[config.mk]
export PLATFORM = sky130hd
export DESIGN_NAME = dsp_pwm_top
export DESIGN_NICKNAME = d
export VERILOG_FILES = /design/src/include/dsp_pkg.sv /design/src/dsp_pwm_top.sv
export SDC_FILE = /design/constraint.sdc
export NUM_CORES = 1
export LEC_CHECK = 0
export BUFFER_PORTS_ARGS = -buffer_cell sky130_fd_sc_hd__buf_2
export CAP_MARGIN = 25
export CORE_ASPECT_RATIO = 1.4
export CORE_MARGIN = 2
export CORE_UTILIZATION = 55
export CTS_CLUSTER_SIZE = 25
export DETAILED_ROUTE_END_ITERATION = 8
export PLACE_DENSITY = 0.75
export SYNTH_ARGS = -nofsm -noshare
export SYNTH_HDL_FRONTEND = slang
export SYNTH_SLANG_ARGS = --single-unit
[constraint.sdc]
create_clock -name clk -period 7.6 [get_ports clk]
set_clock_uncertainty 0.15 [all_clocks]
set_input_delay 0.76 -clock clk [delete_from_list [all_inputs] [get_ports clk]]
set_output_delay 0.76 -clock clk [all_outputs]
set_load 0.01 [all_outputs]
[src/include/dsp_pkg.sv]
// Purpose: Constants shared by the dual-slope PWM timer block
// Assumes: 32-bit AXI4-Lite register bus, 8-bit byte addresses
// Notes:   Offsets are byte addresses of aligned 32-bit words
`default_nettype none
package dsp_pkg;
    ////////////////////////////////////////////////////////////////////////
    // Bus
    localparam int          ADDR_W        = 8;
    localparam logic [7:0]  OFF_CTRL      = 8'h00;
    localparam logic [7:0]  OFF_CMP_A     = 8'h04;
    localparam logic [7:0]  OFF_CMP_B     = 8'h08;
    localparam logic [7:0]  OFF_CAPTURE   = 8'h0c;
    localparam logic [7:0]  OFF_COUNT     = 8'h10;
    localparam logic [7:0]  OFF_STATUS    = 8'h14;
    localparam logic [7:0]  OFF_MASK      = 8'h18;
    localparam logic [7:0]  OFF_STATE     = 8'h1c;
    localparam logic [1:0]  RESP_OKAY     = 2'h0;
    localparam logic [1:0]  RESP_SLVERR   = 2'h2;
    ////////////////////////////////////////////////////////////////////////
    // Control register fields
    localparam int          CTRL_W        = 10;
    localparam int          CTRL_WGM_LSB  = 0;
    localparam int          CTRL_COMA_LSB = 4;
    localparam int          CTRL_COMB_LSB = 6;
    localparam int          CTRL_DIRA_BIT = 8;
    localparam int          CTRL_DIRB_BIT = 9;
    localparam logic [9:0]  CTRL_RST      = 10'h000;
    ////////////////////////////////////////////////////////////////////////
    // Status / mask bit positions
    localparam int          ST_OVF        = 0;
    localparam int          ST_CMPA       = 1;
    localparam int          ST_CMPB       = 2;
    localparam int          ST_CAPT       = 3;
    localparam logic [3:0]  ST_RST        = 4'h0;
    ////////////////////////////////////////////////////////////////////////
    // Waveform modes and top values
    localparam logic [3:0]  WGM_PC8       = 4'h1;
    localparam logic [3:0]  WGM_PC9       = 4'h2;
    localparam logic [3:0]  WGM_PC10      = 4'h3;
    localparam logic [3:0]  WGM_PFC_CAP   = 4'h8;
    localparam logic [3:0]  WGM_PFC_CMPA  = 4'h9;
    localparam logic [3:0]  WGM_PC_CAP    = 4'ha;
    localparam logic [3:0]  WGM_PC_CMPA   = 4'hb;
    localparam logic [15:0] TOP_8BIT      = 16'h00ff;
    localparam logic [15:0] TOP_9BIT      = 16'h01ff;
    localparam logic [15:0] TOP_10BIT     = 16'h03ff;
    localparam logic [15:0] BOTTOM        = 16'h0000;
    localparam logic [15:0] CNT_RST       = 16'h0000;
    ////////////////////////////////////////////////////////////////////////
    // Output mode codes
    localparam logic [1:0]  COM_OFF       = 2'h0;
    localparam logic [1:0]  COM_TOGGLE    = 2'h1;
    localparam logic [1:0]  COM_NONINV    = 2'h2;
    localparam logic [1:0]  COM_INV       = 2'h3;
endpackage
`default_nettype wire

[src/dsp_pwm_top.sv]
// Purpose: Dual-slope 16-bit PWM timer with AXI4-Lite registers
// Assumes: timer_tick is a prescaled enable from logic on clk
// Notes:   clk_en low freezes every flip-flop of the block
//
// The register addresses and the AXI4-Lite slave port were decided locally.
`timescale 1ns/100ps
`default_nettype none
module dsp_pwm_top
(
    input  wire logic                      clk,
    input  wire logic                      rst,
    input  wire logic                      clk_en,
    input  wire logic                      timer_tick,
    input  wire logic [dsp_pkg::ADDR_W-1:0] s_axi_awaddr,
    input  wire logic                      s_axi_awvalid,
    output logic                           s_axi_awready,
    input  wire logic [31:0]               s_axi_wdata,
    input  wire logic [3:0]                s_axi_wstrb,
    input  wire logic                      s_axi_wvalid,
    output logic                           s_axi_wready,
    output logic [1:0]                     s_axi_bresp,
    output logic                           s_axi_bvalid,
    input  wire logic                      s_axi_bready,
    input  wire logic [dsp_pkg::ADDR_W-1:0] s_axi_araddr,
    input  wire logic                      s_axi_arvalid,
    output logic                           s_axi_arready,
    output logic [31:0]                    s_axi_rdata,
    output logic [1:0]                     s_axi_rresp,
    output logic                           s_axi_rvalid,
    input  wire logic                      s_axi_rready,
    output logic                           irq,
    output logic [1:0]                     compare_output_pins,
    output logic [1:0]                     pin_oe_n
);
    ////////////////////////////////////////////////////////////////////////
    // Functions
    function automatic logic is_pc(input logic [3:0] m);
        return (m == dsp_pkg::WGM_PC8) || (m == dsp_pkg::WGM_PC9) ||
               (m == dsp_pkg::WGM_PC10) || (m == dsp_pkg::WGM_PC_CAP) ||
               (m == dsp_pkg::WGM_PC_CMPA);
    endfunction

    function automatic logic is_pfc(input logic [3:0] m);
        return (m == dsp_pkg::WGM_PFC_CAP) || (m == dsp_pkg::WGM_PFC_CMPA);
    endfunction

    function automatic logic [15:0] fixed_top(input logic [3:0] m);
        logic [15:0] t;
        t = 16'hffff;
        if (m == dsp_pkg::WGM_PC8)
            t = dsp_pkg::TOP_8BIT;
        else if (m == dsp_pkg::WGM_PC9)
            t = dsp_pkg::TOP_9BIT;
        else if (m == dsp_pkg::WGM_PC10)
            t = dsp_pkg::TOP_10BIT;
        return t;
    endfunction

    function automatic logic [31:0] strb_merge(input logic [31:0] old,
                                               input logic [31:0] nw,
                                               input logic [3:0]  strb);
        logic [31:0] r;
        r = old;
        for (int i = 0; i < 4; i++)
        begin
            if (strb[i])
                r[i*8 +: 8] = nw[i*8 +: 8];
        end
        return r;
    endfunction

    ////////////////////////////////////////////////////////////////////////
    // State
    logic [dsp_pkg::CTRL_W-1:0] ctrl_q;
    logic [15:0]                cmp_buf_q [2];
    logic [15:0]                cmp_q     [2];
    logic [15:0]                capture_value_reg_q;
    logic [15:0]                timer_count_q;
    logic                       down_q;
    logic [1:0]                 out_q;
    logic [3:0]                 status_q;
    logic [3:0]                 mask_q;
    logic [dsp_pkg::ADDR_W-1:0] aw_addr_q;
    logic [31:0]                w_data_q;
    logic [3:0]                 w_strb_q;
    logic                       aw_got_q;
    logic                       w_got_q;
    logic                       awready_q;
    logic                       wready_q;
    logic                       bvalid_q;
    logic [1:0]                 bresp_q;
    logic                       arready_q;
    logic                       rvalid_q;
    logic [31:0]                rdata_q;
    logic [1:0]                 rresp_q;
    logic                       irq_q;
    logic [1:0]                 pins_q;
    logic [1:0]                 oe_n_q;

    ////////////////////////////////////////////////////////////////////////
    // Decode
    logic [3:0]  waveform_mode_field;
    logic [1:0]  output_mode_bits [2];
    logic        pc_mode;
    logic        pfc_mode;
    logic        dual;
    logic        fixed;
    logic [15:0] top;
    logic        tick_en;
    logic        at_top;
    logic        at_bot;
    logic        up_eff;
    logic        wr_fire;
    logic [1:0]  match;
    logic [3:0]  ev_set;
    logic [3:0]  w1c;
    logic [31:0] wr_old;
    logic [31:0] wr_new;

    assign waveform_mode_field = ctrl_q[dsp_pkg::CTRL_WGM_LSB +: 4];
    assign output_mode_bits[0] = ctrl_q[dsp_pkg::CTRL_COMA_LSB +: 2];
    assign output_mode_bits[1] = ctrl_q[dsp_pkg::CTRL_COMB_LSB +: 2];
    assign pc_mode  = is_pc(waveform_mode_field);
    assign pfc_mode = is_pfc(waveform_mode_field);
    assign dual     = pc_mode | pfc_mode;
    assign fixed    = pc_mode && (waveform_mode_field < dsp_pkg::WGM_PC_CAP);
    assign tick_en  = clk_en & timer_tick;
    assign wr_fire  = aw_got_q & w_got_q & ~bvalid_q;

    always_comb
    begin
        unique case (waveform_mode_field)
            dsp_pkg::WGM_PC_CAP,
            dsp_pkg::WGM_PFC_CAP:  top = capture_value_reg_q;
            dsp_pkg::WGM_PC_CMPA,
            dsp_pkg::WGM_PFC_CMPA: top = cmp_q[0];
            default:               top = fixed_top(waveform_mode_field);
        endcase
    end

    assign at_top = dual && !down_q && (timer_count_q >= top);
    assign at_bot = dual && (timer_count_q == dsp_pkg::BOTTOM);
    // Match at top acts as down slope, at bottom as up slope
    assign up_eff = at_bot || (!down_q && !at_top);
    assign match[0] = dual && (timer_count_q == cmp_q[0]);
    assign match[1] = dual && (timer_count_q == cmp_q[1]);

    always_comb
    begin
        ev_set = 4'h0;
        if (tick_en)
        begin
            ev_set[dsp_pkg::ST_OVF] = at_bot;
            ev_set[dsp_pkg::ST_CMPB] = match[1];
            ev_set[dsp_pkg::ST_CMPA] = match[0] ||
                (at_top && waveform_mode_field[0]
                 && !fixed);
            ev_set[dsp_pkg::ST_CAPT] = at_top && !fixed &&
                !waveform_mode_field[0];
        end
    end

    always_comb
    begin
        w1c = 4'h0;
        if (wr_fire && aw_addr_q == dsp_pkg::OFF_STATUS && w_strb_q[0])
            w1c = w_data_q[3:0];
    end

    // Current contents of the addressed register, for byte-strobe merging
    always_comb
    begin
        wr_old = 32'h00000000;
        if (aw_addr_q == dsp_pkg::OFF_CMP_A)
            wr_old[15:0] = cmp_buf_q[0];
        else if (aw_addr_q == dsp_pkg::OFF_CMP_B)
            wr_old[15:0] = cmp_buf_q[1];
        else if (aw_addr_q == dsp_pkg::OFF_CAPTURE)
            wr_old[15:0] = capture_value_reg_q;
        else if (aw_addr_q == dsp_pkg::OFF_CTRL)
            wr_old[dsp_pkg::CTRL_W-1:0] = ctrl_q;
    end

    assign wr_new = strb_merge(wr_old, w_data_q, w_strb_q);

    ////////////////////////////////////////////////////////////////////////
    // Counter
    always_ff @(posedge clk or posedge rst)
    begin
        if (rst)
        begin
            timer_count_q <= dsp_pkg::CNT_RST;
            down_q        <= 1'b0;
        end
        else if (tick_en)
        begin
            if (!dual)
            begin
                timer_count_q <= dsp_pkg::CNT_RST;
                down_q        <= 1'b0;
            end
            else if (at_top)
            begin
                timer_count_q <= timer_count_q - 16'h0001;
                down_q        <= 1'b1;
            end
            else if (down_q && at_bot)
            begin
                timer_count_q <= timer_count_q + 16'h0001;
                down_q        <= 1'b0;
            end
            else if (down_q)
                timer_count_q <= timer_count_q - 16'h0001;
            else
                timer_count_q <= timer_count_q + 16'h0001;
        end
    end

    ////////////////////////////////////////////////////////////////////////
    // Compare registers and double buffers
    always_ff @(posedge clk or posedge rst)
    begin
        if (rst)
        begin
            cmp_buf_q[0]        <= dsp_pkg::CNT_RST;
            cmp_buf_q[1]        <= dsp_pkg::CNT_RST;
            capture_value_reg_q <= dsp_pkg::CNT_RST;
        end
        else if (clk_en && wr_fire)
        begin
            if (aw_addr_q == dsp_pkg::OFF_CMP_A)
                cmp_buf_q[0] <= wr_new[15:0] &
                                fixed_top(waveform_mode_field);
            if (aw_addr_q == dsp_pkg::OFF_CMP_B)
                cmp_buf_q[1] <= wr_new[15:0] &
                                fixed_top(waveform_mode_field);
            if (aw_addr_q == dsp_pkg::OFF_CAPTURE)
                capture_value_reg_q <= wr_new[15:0];
        end
    end

    always_ff @(posedge clk or posedge rst)
    begin
        if (rst)
        begin
            cmp_q[0] <= dsp_pkg::CNT_RST;
            cmp_q[1] <= dsp_pkg::CNT_RST;
        end
        else if (clk_en && (!dual ||
                 (tick_en && ((pc_mode && at_top) ||
                              (pfc_mode && at_bot)))))
        begin
            cmp_q[0] <= cmp_buf_q[0];
            cmp_q[1] <= cmp_buf_q[1];
        end
    end

    ////////////////////////////////////////////////////////////////////////
    // Waveform outputs
    always_ff @(posedge clk or posedge rst)
    begin
        if (rst)
            out_q <= 2'b00;
        else if (tick_en)
        begin
            for (int c = 0; c < 2; c++)
            begin
                if (match[c])
                begin
                    if (output_mode_bits[c] == dsp_pkg::COM_NONINV)
                        out_q[c] <= !up_eff;
                    else if (output_mode_bits[c] == dsp_pkg::COM_INV)
                        out_q[c] <= up_eff;
                    else if (c == 0 && waveform_mode_field[3] &&
                             output_mode_bits[c] == dsp_pkg::COM_TOGGLE)
                        out_q[c] <= !out_q[c];
                end
            end
        end
    end

    always_ff @(posedge clk or posedge rst)
    begin
        if (rst)
        begin
            pins_q <= 2'b00;
            oe_n_q <= 2'b11;
        end
        else if (clk_en)
        begin
            for (int c = 0; c < 2; c++)
            begin
                // Toggle only exists for channel A with mode bit 3 set
                pins_q[c] <= out_q[c] &&
                    ((output_mode_bits[c] > dsp_pkg::COM_TOGGLE) ||
                     (c == 0 && waveform_mode_field[3] &&
                      output_mode_bits[c] == dsp_pkg::COM_TOGGLE));
            end
            oe_n_q[0] <= !ctrl_q[dsp_pkg::CTRL_DIRA_BIT];
            oe_n_q[1] <= !ctrl_q[dsp_pkg::CTRL_DIRB_BIT];
        end
    end

    ////////////////////////////////////////////////////////////////////////
    // Control, status, mask, interrupt
    always_ff @(posedge clk or posedge rst)
    begin
        if (rst)
        begin
            ctrl_q <= dsp_pkg::CTRL_RST;
            mask_q <= dsp_pkg::ST_RST;
        end
        else if (clk_en && wr_fire)
        begin
            if (aw_addr_q == dsp_pkg::OFF_CTRL)
                ctrl_q <= wr_new[dsp_pkg::CTRL_W-1:0];
            if (aw_addr_q == dsp_pkg::OFF_MASK && w_strb_q[0])
                mask_q <= w_data_q[3:0];
        end
    end

    always_ff @(posedge clk or posedge rst)
    begin
        if (rst)
        begin
            status_q <= dsp_pkg::ST_RST;
            irq_q    <= 1'b0;
        end
        else if (clk_en)
        begin
            // A new event wins over a clear in the same cycle
            status_q <= (status_q & ~w1c) | ev_set;
            irq_q    <= |(((status_q & ~w1c) | ev_set) & mask_q);
        end
    end

    ////////////////////////////////////////////////////////////////////////
    // AXI4-Lite write channel
    always_ff @(posedge clk or posedge rst)
    begin
        if (rst)
        begin
            aw_addr_q <= '0;
            w_data_q  <= 32'h00000000;
            w_strb_q  <= 4'h0;
            aw_got_q  <= 1'b0;
            w_got_q   <= 1'b0;
            awready_q <= 1'b1;
            wready_q  <= 1'b1;
            bvalid_q  <= 1'b0;
            bresp_q   <= dsp_pkg::RESP_OKAY;
        end
        else if (clk_en)
        begin
            if (s_axi_awvalid && awready_q)
            begin
                aw_addr_q <= s_axi_awaddr;
                aw_got_q  <= 1'b1;
                awready_q <= 1'b0;
            end
            if (s_axi_wvalid && wready_q)
            begin
                w_data_q <= s_axi_wdata;
                w_strb_q <= s_axi_wstrb;
                w_got_q  <= 1'b1;
                wready_q <= 1'b0;
            end
            if (wr_fire)
            begin
                aw_got_q <= 1'b0;
                w_got_q  <= 1'b0;
                bvalid_q <= 1'b1;
                bresp_q  <= (aw_addr_q[1:0] != 2'h0 ||
                             aw_addr_q > dsp_pkg::OFF_STATE) ?
                            dsp_pkg::RESP_SLVERR : dsp_pkg::RESP_OKAY;
            end
            if (bvalid_q && s_axi_bready)
            begin
                bvalid_q  <= 1'b0;
                awready_q <= 1'b1;
                wready_q  <= 1'b1;
            end
        end
    end

    ////////////////////////////////////////////////////////////////////////
    // AXI4-Lite read channel
    always_ff @(posedge clk or posedge rst)
    begin
        if (rst)
        begin
            arready_q <= 1'b1;
            rvalid_q  <= 1'b0;
            rdata_q   <= 32'h00000000;
            rresp_q   <= dsp_pkg::RESP_OKAY;
        end
        else if (clk_en)
        begin
            if (s_axi_arvalid && arready_q)
            begin
                arready_q <= 1'b0;
                rvalid_q  <= 1'b1;
                rresp_q   <= dsp_pkg::RESP_OKAY;
                rdata_q   <= 32'h00000000;
                unique case (s_axi_araddr)
                    dsp_pkg::OFF_CTRL:    rdata_q[9:0]  <= ctrl_q;
                    dsp_pkg::OFF_CMP_A:   rdata_q[15:0] <= cmp_buf_q[0];
                    dsp_pkg::OFF_CMP_B:   rdata_q[15:0] <= cmp_buf_q[1];
                    dsp_pkg::OFF_CAPTURE: rdata_q[15:0] <= capture_value_reg_q;
                    dsp_pkg::OFF_COUNT:   rdata_q[15:0] <= timer_count_q;
                    dsp_pkg::OFF_STATUS:  rdata_q[3:0]  <= status_q;
                    dsp_pkg::OFF_MASK:    rdata_q[3:0]  <= mask_q;
                    dsp_pkg::OFF_STATE:   rdata_q[2:0]  <= {out_q, down_q};
                    default:              rresp_q       <= dsp_pkg::RESP_SLVERR;
                endcase
            end
            if (rvalid_q && s_axi_rready)
            begin
                rvalid_q  <= 1'b0;
                arready_q <= 1'b1;
            end
        end
    end

    assign s_axi_awready       = awready_q;
    assign s_axi_wready        = wready_q;
    assign s_axi_bvalid        = bvalid_q;
    assign s_axi_bresp         = bresp_q;
    assign s_axi_arready       = arready_q;
    assign s_axi_rvalid        = rvalid_q;
    assign s_axi_rdata         = rdata_q;
    assign s_axi_rresp         = rresp_q;
    assign irq                 = irq_q;
    assign compare_output_pins = pins_q;
    assign pin_oe_n            = oe_n_q;
endmodule // dsp_pwm_top
`default_nettype wire

Yosys cells after proc, flatten, opt, wreduce, memory -nomap -nowiden
Cells that the tools add are included.
Widths: inputs -> output; s select.
- add/subtract/negate cells: 2
- magnitude comparators: 5
- equality and inequality tests: 27
- muxes and demuxes: 49
- bitwise logic cells: 11
- reduce and logical (&&, ||, !) cells: 82
- operators by type and width (cell ; number):
    $mux 16 ; 13
    $eq 8x5->1 const B ; 6
    $and 16x16->16 ; 2
    $eq 16x16->1 ; 2
    $eq 8x4->1 const B ; 4
    $pmux 16 s2 ; 1
    $reduce_and 2->1 ; 16
    $pmux 6 s5 ; 1
    $logic_and 1x1->1 ; 28
    $pmux 3 s8 ; 1
    $pmux 6 s4 ; 1
    $mux 1 ; 22
    $mux 10 ; 2
    $add 16x1->16 const B ; 1
    $eq 4x4->1 const B ; 4
    $eq 8x3->1 const B ; 2
    $ge 16x16->1 ; 1
    $logic_not 16->1 ; 1
    $logic_not 8->1 ; 2
    $mux 8 ; 2
    $reduce_bool 2->1 ; 8
    $sub 16x1->16 const B ; 1
    $logic_or 1x1->1 ; 11
    $logic_not 1->1 ; 9
    other kinds (23) ; 35
- bits in registers: 175
- input bits: 61
- output and inout bits: 46
- logic and storage cells: 204

Logic depth before layout (Yosys ltp)
- depth after elaboration: 15
- mapped depth: 15
- mapped depth without buffers: 12

Least setup slack after synthesis
Ideal clock, no wire load.
- path kind: reg-to-reg
- start point: register ctrl_q[3] (netlist name)
- end point: register timer_count_q[14]
- data arrival time: 3.332 ns
- path slack: 4.031 ns
- cell stages (with the launch flop): 15
- path buffers: 4
- period minus slack after synthesis: 3.569 ns
- cell sequence: dfrtp_1 clkbuf_1 clkbuf_1 buf_1 a21oi_1 a211oi_1 ha_1 a21oi_1 o21ai_0 a211oi_1 a21boi_0 clkbuf_1 nor4_1 a2111o_1 o211ai_1
- cells in the longest elaborated chain, start to end: 11
- RTL lines (what ; line ; text):
    start, declared ; dsp_pwm_top.sv:74 ; logic [dsp_pkg::CTRL_W-1:0] ctrl_q;
    start signal, assigned ; dsp_pwm_top.sv:310 ; ctrl_q <= dsp_pkg::CTRL_RST;
    start signal, assigned ; dsp_pwm_top.sv:316 ; ctrl_q <= wr_new[dsp_pkg::CTRL_W-1:0];
    parallel branches: the longest is 10 deep, another holds $ge 16x16->1 ; - ;
    $mux 16 (*) ; dsp_pwm_top.sv:197 ; if (!dual)
    end signal, assigned ; dsp_pwm_top.sv:199 ; timer_count_q <= dsp_pkg::CNT_RST;
    end signal, assigned ; dsp_pwm_top.sv:204 ; timer_count_q <= timer_count_q - 16'h0001;
    end signal, assigned ; dsp_pwm_top.sv:209 ; timer_count_q <= timer_count_q + 16'h0001;
    end, declared ; dsp_pwm_top.sv:78 ; logic [15:0] timer_count_q;
Mark *: on every way between the ends.
A chain may end at the register's enable or synchronous reset.

Final worst setup path
- start point: register ctrl_q[3] (netlist name)
- end point: register cmp_q[9] (netlist name)
- cells in the longest elaborated chain, start to end: 13
- RTL lines (what ; line ; text):
    parallel branches: the longest is 11 deep, another holds $ge 16x16->1 ; - ;
    $logic_or 1x1->1 (*) ; dsp_pwm_top.sv:249 ; else if (clk_en && (!dual ||
    $logic_and 1x1->1 (*) ; dsp_pwm_top.sv:249 ;
    end, declared ; dsp_pwm_top.sv:76 ; logic [15:0] cmp_q [2];
Marked as above.

==> flow_summary.ini <==
[die]
fp-row-count = 59
start_util = 0.557
die_y_um = 165
io_pins = 107
dieArea_mm2 = 0.0197
die_w_um = 119
core_mm2 = 0.0184

[clock_tree]
cts_hold_buf = 0
cts_root_buffer = clkbuf_16
cts_setup_buffers = 0
cts_tree = done
clkTransAtPathRegs_ns = 0.07
cts_made_buffers = 17
clockBufferDepth = 2
clock_latency_ns = 0.44
ctsResizeCount = 0
cts_sinks = 173
cts_max_level = 4

[synthesis]
ys_ff_latch = 173
synthCells = 1099
ys.flop_type = dfrtp_1
yosysSeqAreaShare = 0.424
avgSynthCellArea_um2 = 9.31
async_flop_share = 1.00
synth_edf_count = 0
synthTopCellsByArea = dfrtp_1 41%, mux2_2 5.7%, nand2_1 5.2%
yosys.cell_types.count = 66
yosysWarnings = 0
synth_top_area_share = 0.411
syn_area_mm2 = 0.0102
yosysTopAreaCell = dfrtp_1

[placement]
dp_hpwl_um = 20000
gp_congestion = 0.930
place_area_mm2 = 0.0106
portBuffers = 70

[timing]
fin_tns_setup_ns = 0
setup_viol = 0
min_period_ns = 4.73
tightest_slew_ns = 1.00
max_freq_mhz = 212
min_period_over_period = 0.622
drv_slew = 0
rsz0062_at_grt = no
final_hold_viol_count = 0
slew_headroom = 0.332

[worst_hold_path]
hold_class = primary input to asynchronous set/reset pin

[setup_path]
cp_data_arrival_time_ns = 4.85
critPathRequiredTime_ns = 7.72
worst_setup_path_end_kind = register
cp_max_fo = 32
critPathKind = register to register
start_kind = register

[layout]
layout_common_cells = 168 x dfrtp_1, 142 x nand2_1, 70 x buf_2
seqCellArea_mm2 = 0.00434
layout.nets = 1196
mostFrequentLayoutCell = dfrtp_1
multiInputGateArea_mm2 = 0.00535
diodes = 0
drive_above_1_share = 0.183
area_growth_pct = 9.43
fill_cells = 1560
final_area_mm2 = 0.0112

[pwr]
p_per_area_mw_per_mm2 = 250
p_clk_frac = 0.309
p_switching_mw = 1.01
p_int_mw = 1.78
switching_share = 0.363
pwr-share-seq = 0.442
leakage_nw = 5.06
peakVddDrop_mv = 0.277
power.share.combinational = 0.250

[flow_run]
cap_viol_max_count = 0

[drt]
wl_per_cell_um = 21.1
ant_nets = 0
drt-initial-drc-count = 1271
drc = 0
avgViaCountPerCell = 6.42
routed_wl_um = 29000
dr.pass1.iters = 9
vias = 8820

[run_status]
status = complete, no violations

[global_route]
grt_pass1_vias = 8423
grt_max_degree = 105
gr-total-overflow = 0
antenna_found_initial = 0
grt_usage = 0.300
grt_first_pass_wirelength_um = 45700
-- worst max-delay path, stage by stage (launching register included) --
cell and delay [ns]:
dfrtp_1 0.86, nand2b_1 0.39, a211oi_1 0.45, ha_1 0.32, a211o_1 0.25, a31oi_1 0.13, o21ai_0 0.20, a21oi_1 0.46
o21ai_0 0.28, a21oi_4 0.81, o211ai_1 0.23
-- power by group through the flow --
stage	Clock, mW	Sequential (mW)	Combinational [mW]
2_1_floorplan	0	1.17	0.553
3_3_place_gp	0	1.24	0.664
3_5_place_dp	0	1.24	0.687
4_1_cts	0.870	1.23	0.692
5_1_grt	0.914	1.25	0.770
6_report	0.863	1.24	0.698
-- synthesized netlist by cell type (all sizes together), types with 14 or more instances --
master and count:
xor2 19, o211ai 35, buf 42, a31oi 18, ha 18, nor2b 41, a21oi 63, o21ai 85
nor2 64, a222oi 16, clkbuf 67, nor3b 14, dfrtp 168, mux2 52, inv 17, xnor2 16
and3 14, nand3 20, nand2 142, nor3 23
-- layer usage --
metal	track usage	wire length, µm	vias to the layer above
met4	0.162	1580	0
met2	0.498	14200	440
li1	-	-	3994
met3	0.0467	1960	98
met5	0	0	-
met1	0.378	11300	4288
-- path summary, 6_finish.rpt --
| check | start | endpoint | slack [ns] | depth (start not counted) |
|---|---|---|---|---|
| worst max-delay path | ctrl_q[3]$_DFFE_PP0P_ | cmp_q[9]$_DFFE_PP0P_ | 2.87 | 10 |
| worst min-delay path | rst | cmp_buf_q[4]$_DFFE_PP0P_ | 0.03 | 2 |
| worst max register to register | ctrl_q[3]$_DFFE_PP0P_ | cmp_q[9]$_DFFE_PP0P_ | 2.87 | 10 |
| worst min register to register | pin_oe_n[1]$_DFFE_PP1P_ | pin_oe_n[1]$_DFFE_PP1P_ | 0.34 | 2 |
| max in group asynchronous | rst | status_q[1]$_DFFE_PP0P_ | 5.68 | 4 |
| min in group clk | pin_oe_n[1]$_DFFE_PP1P_ | pin_oe_n[1]$_DFFE_PP1P_ | 0.34 | 2 |
-- state kept, by name (all words and copies together) (netlist names), 4 cells and up --
name and flops:
cmp_q 32, mask_q 4, s_axi_rdata 16, w_data_q 16, aw_addr_q 8, cmp_buf_q 32, timer_count_q 16, ctrl_q 10
status_q 4, capture_value_reg_q 16
-- cells by family after synthesis --
family	Yosys count	synth area share
DFF	173	0.424
muxes	64	0.0812
adders and majority gates	18	0.0220
other	1	0.000366
AOI/OAI and AO/OA	303	0.196
and+or+nand+nor	379	0.185
xor gates and xnor gates	35	0.0300
buffers and inverters	126	0.0609
-- final cells by class --
cell class / count / share of cell area
well taps: 244 / 0.0273
repair buffers: 91 / 0.0503
clock inverters: 15 / 0.0133
multi-input cells: 817 / 0.478
flip-flops and latches: 173 / 0.387
clock buffers: 17 / 0.0380
inverters: 17 / 0.00615
-- through the flow --
| stage | power (mW) | util | worst slack (ns) | hold slack, ns | instances |
|---|---|---|---|---|---|
| final | 2.80 | 0.609 | 2.87 | 0.0321 | 1374 |
| after global placement | 1.90 | 0.573 | 2.98 | 0.327 | 1338 |
| after global routing | 2.93 | 0.609 | 2.62 | 0.0272 | 1374 |
| after CTS | 2.79 | 0.607 | 2.97 | 0.348 | 1372 |
| after floorplan | 1.72 | - | 2.01 | 0.281 | 1116 |
| after detailed placement | 1.93 | 0.576 | 2.97 | 0.337 | 1340 |
(Power assumes the default switching activity.)
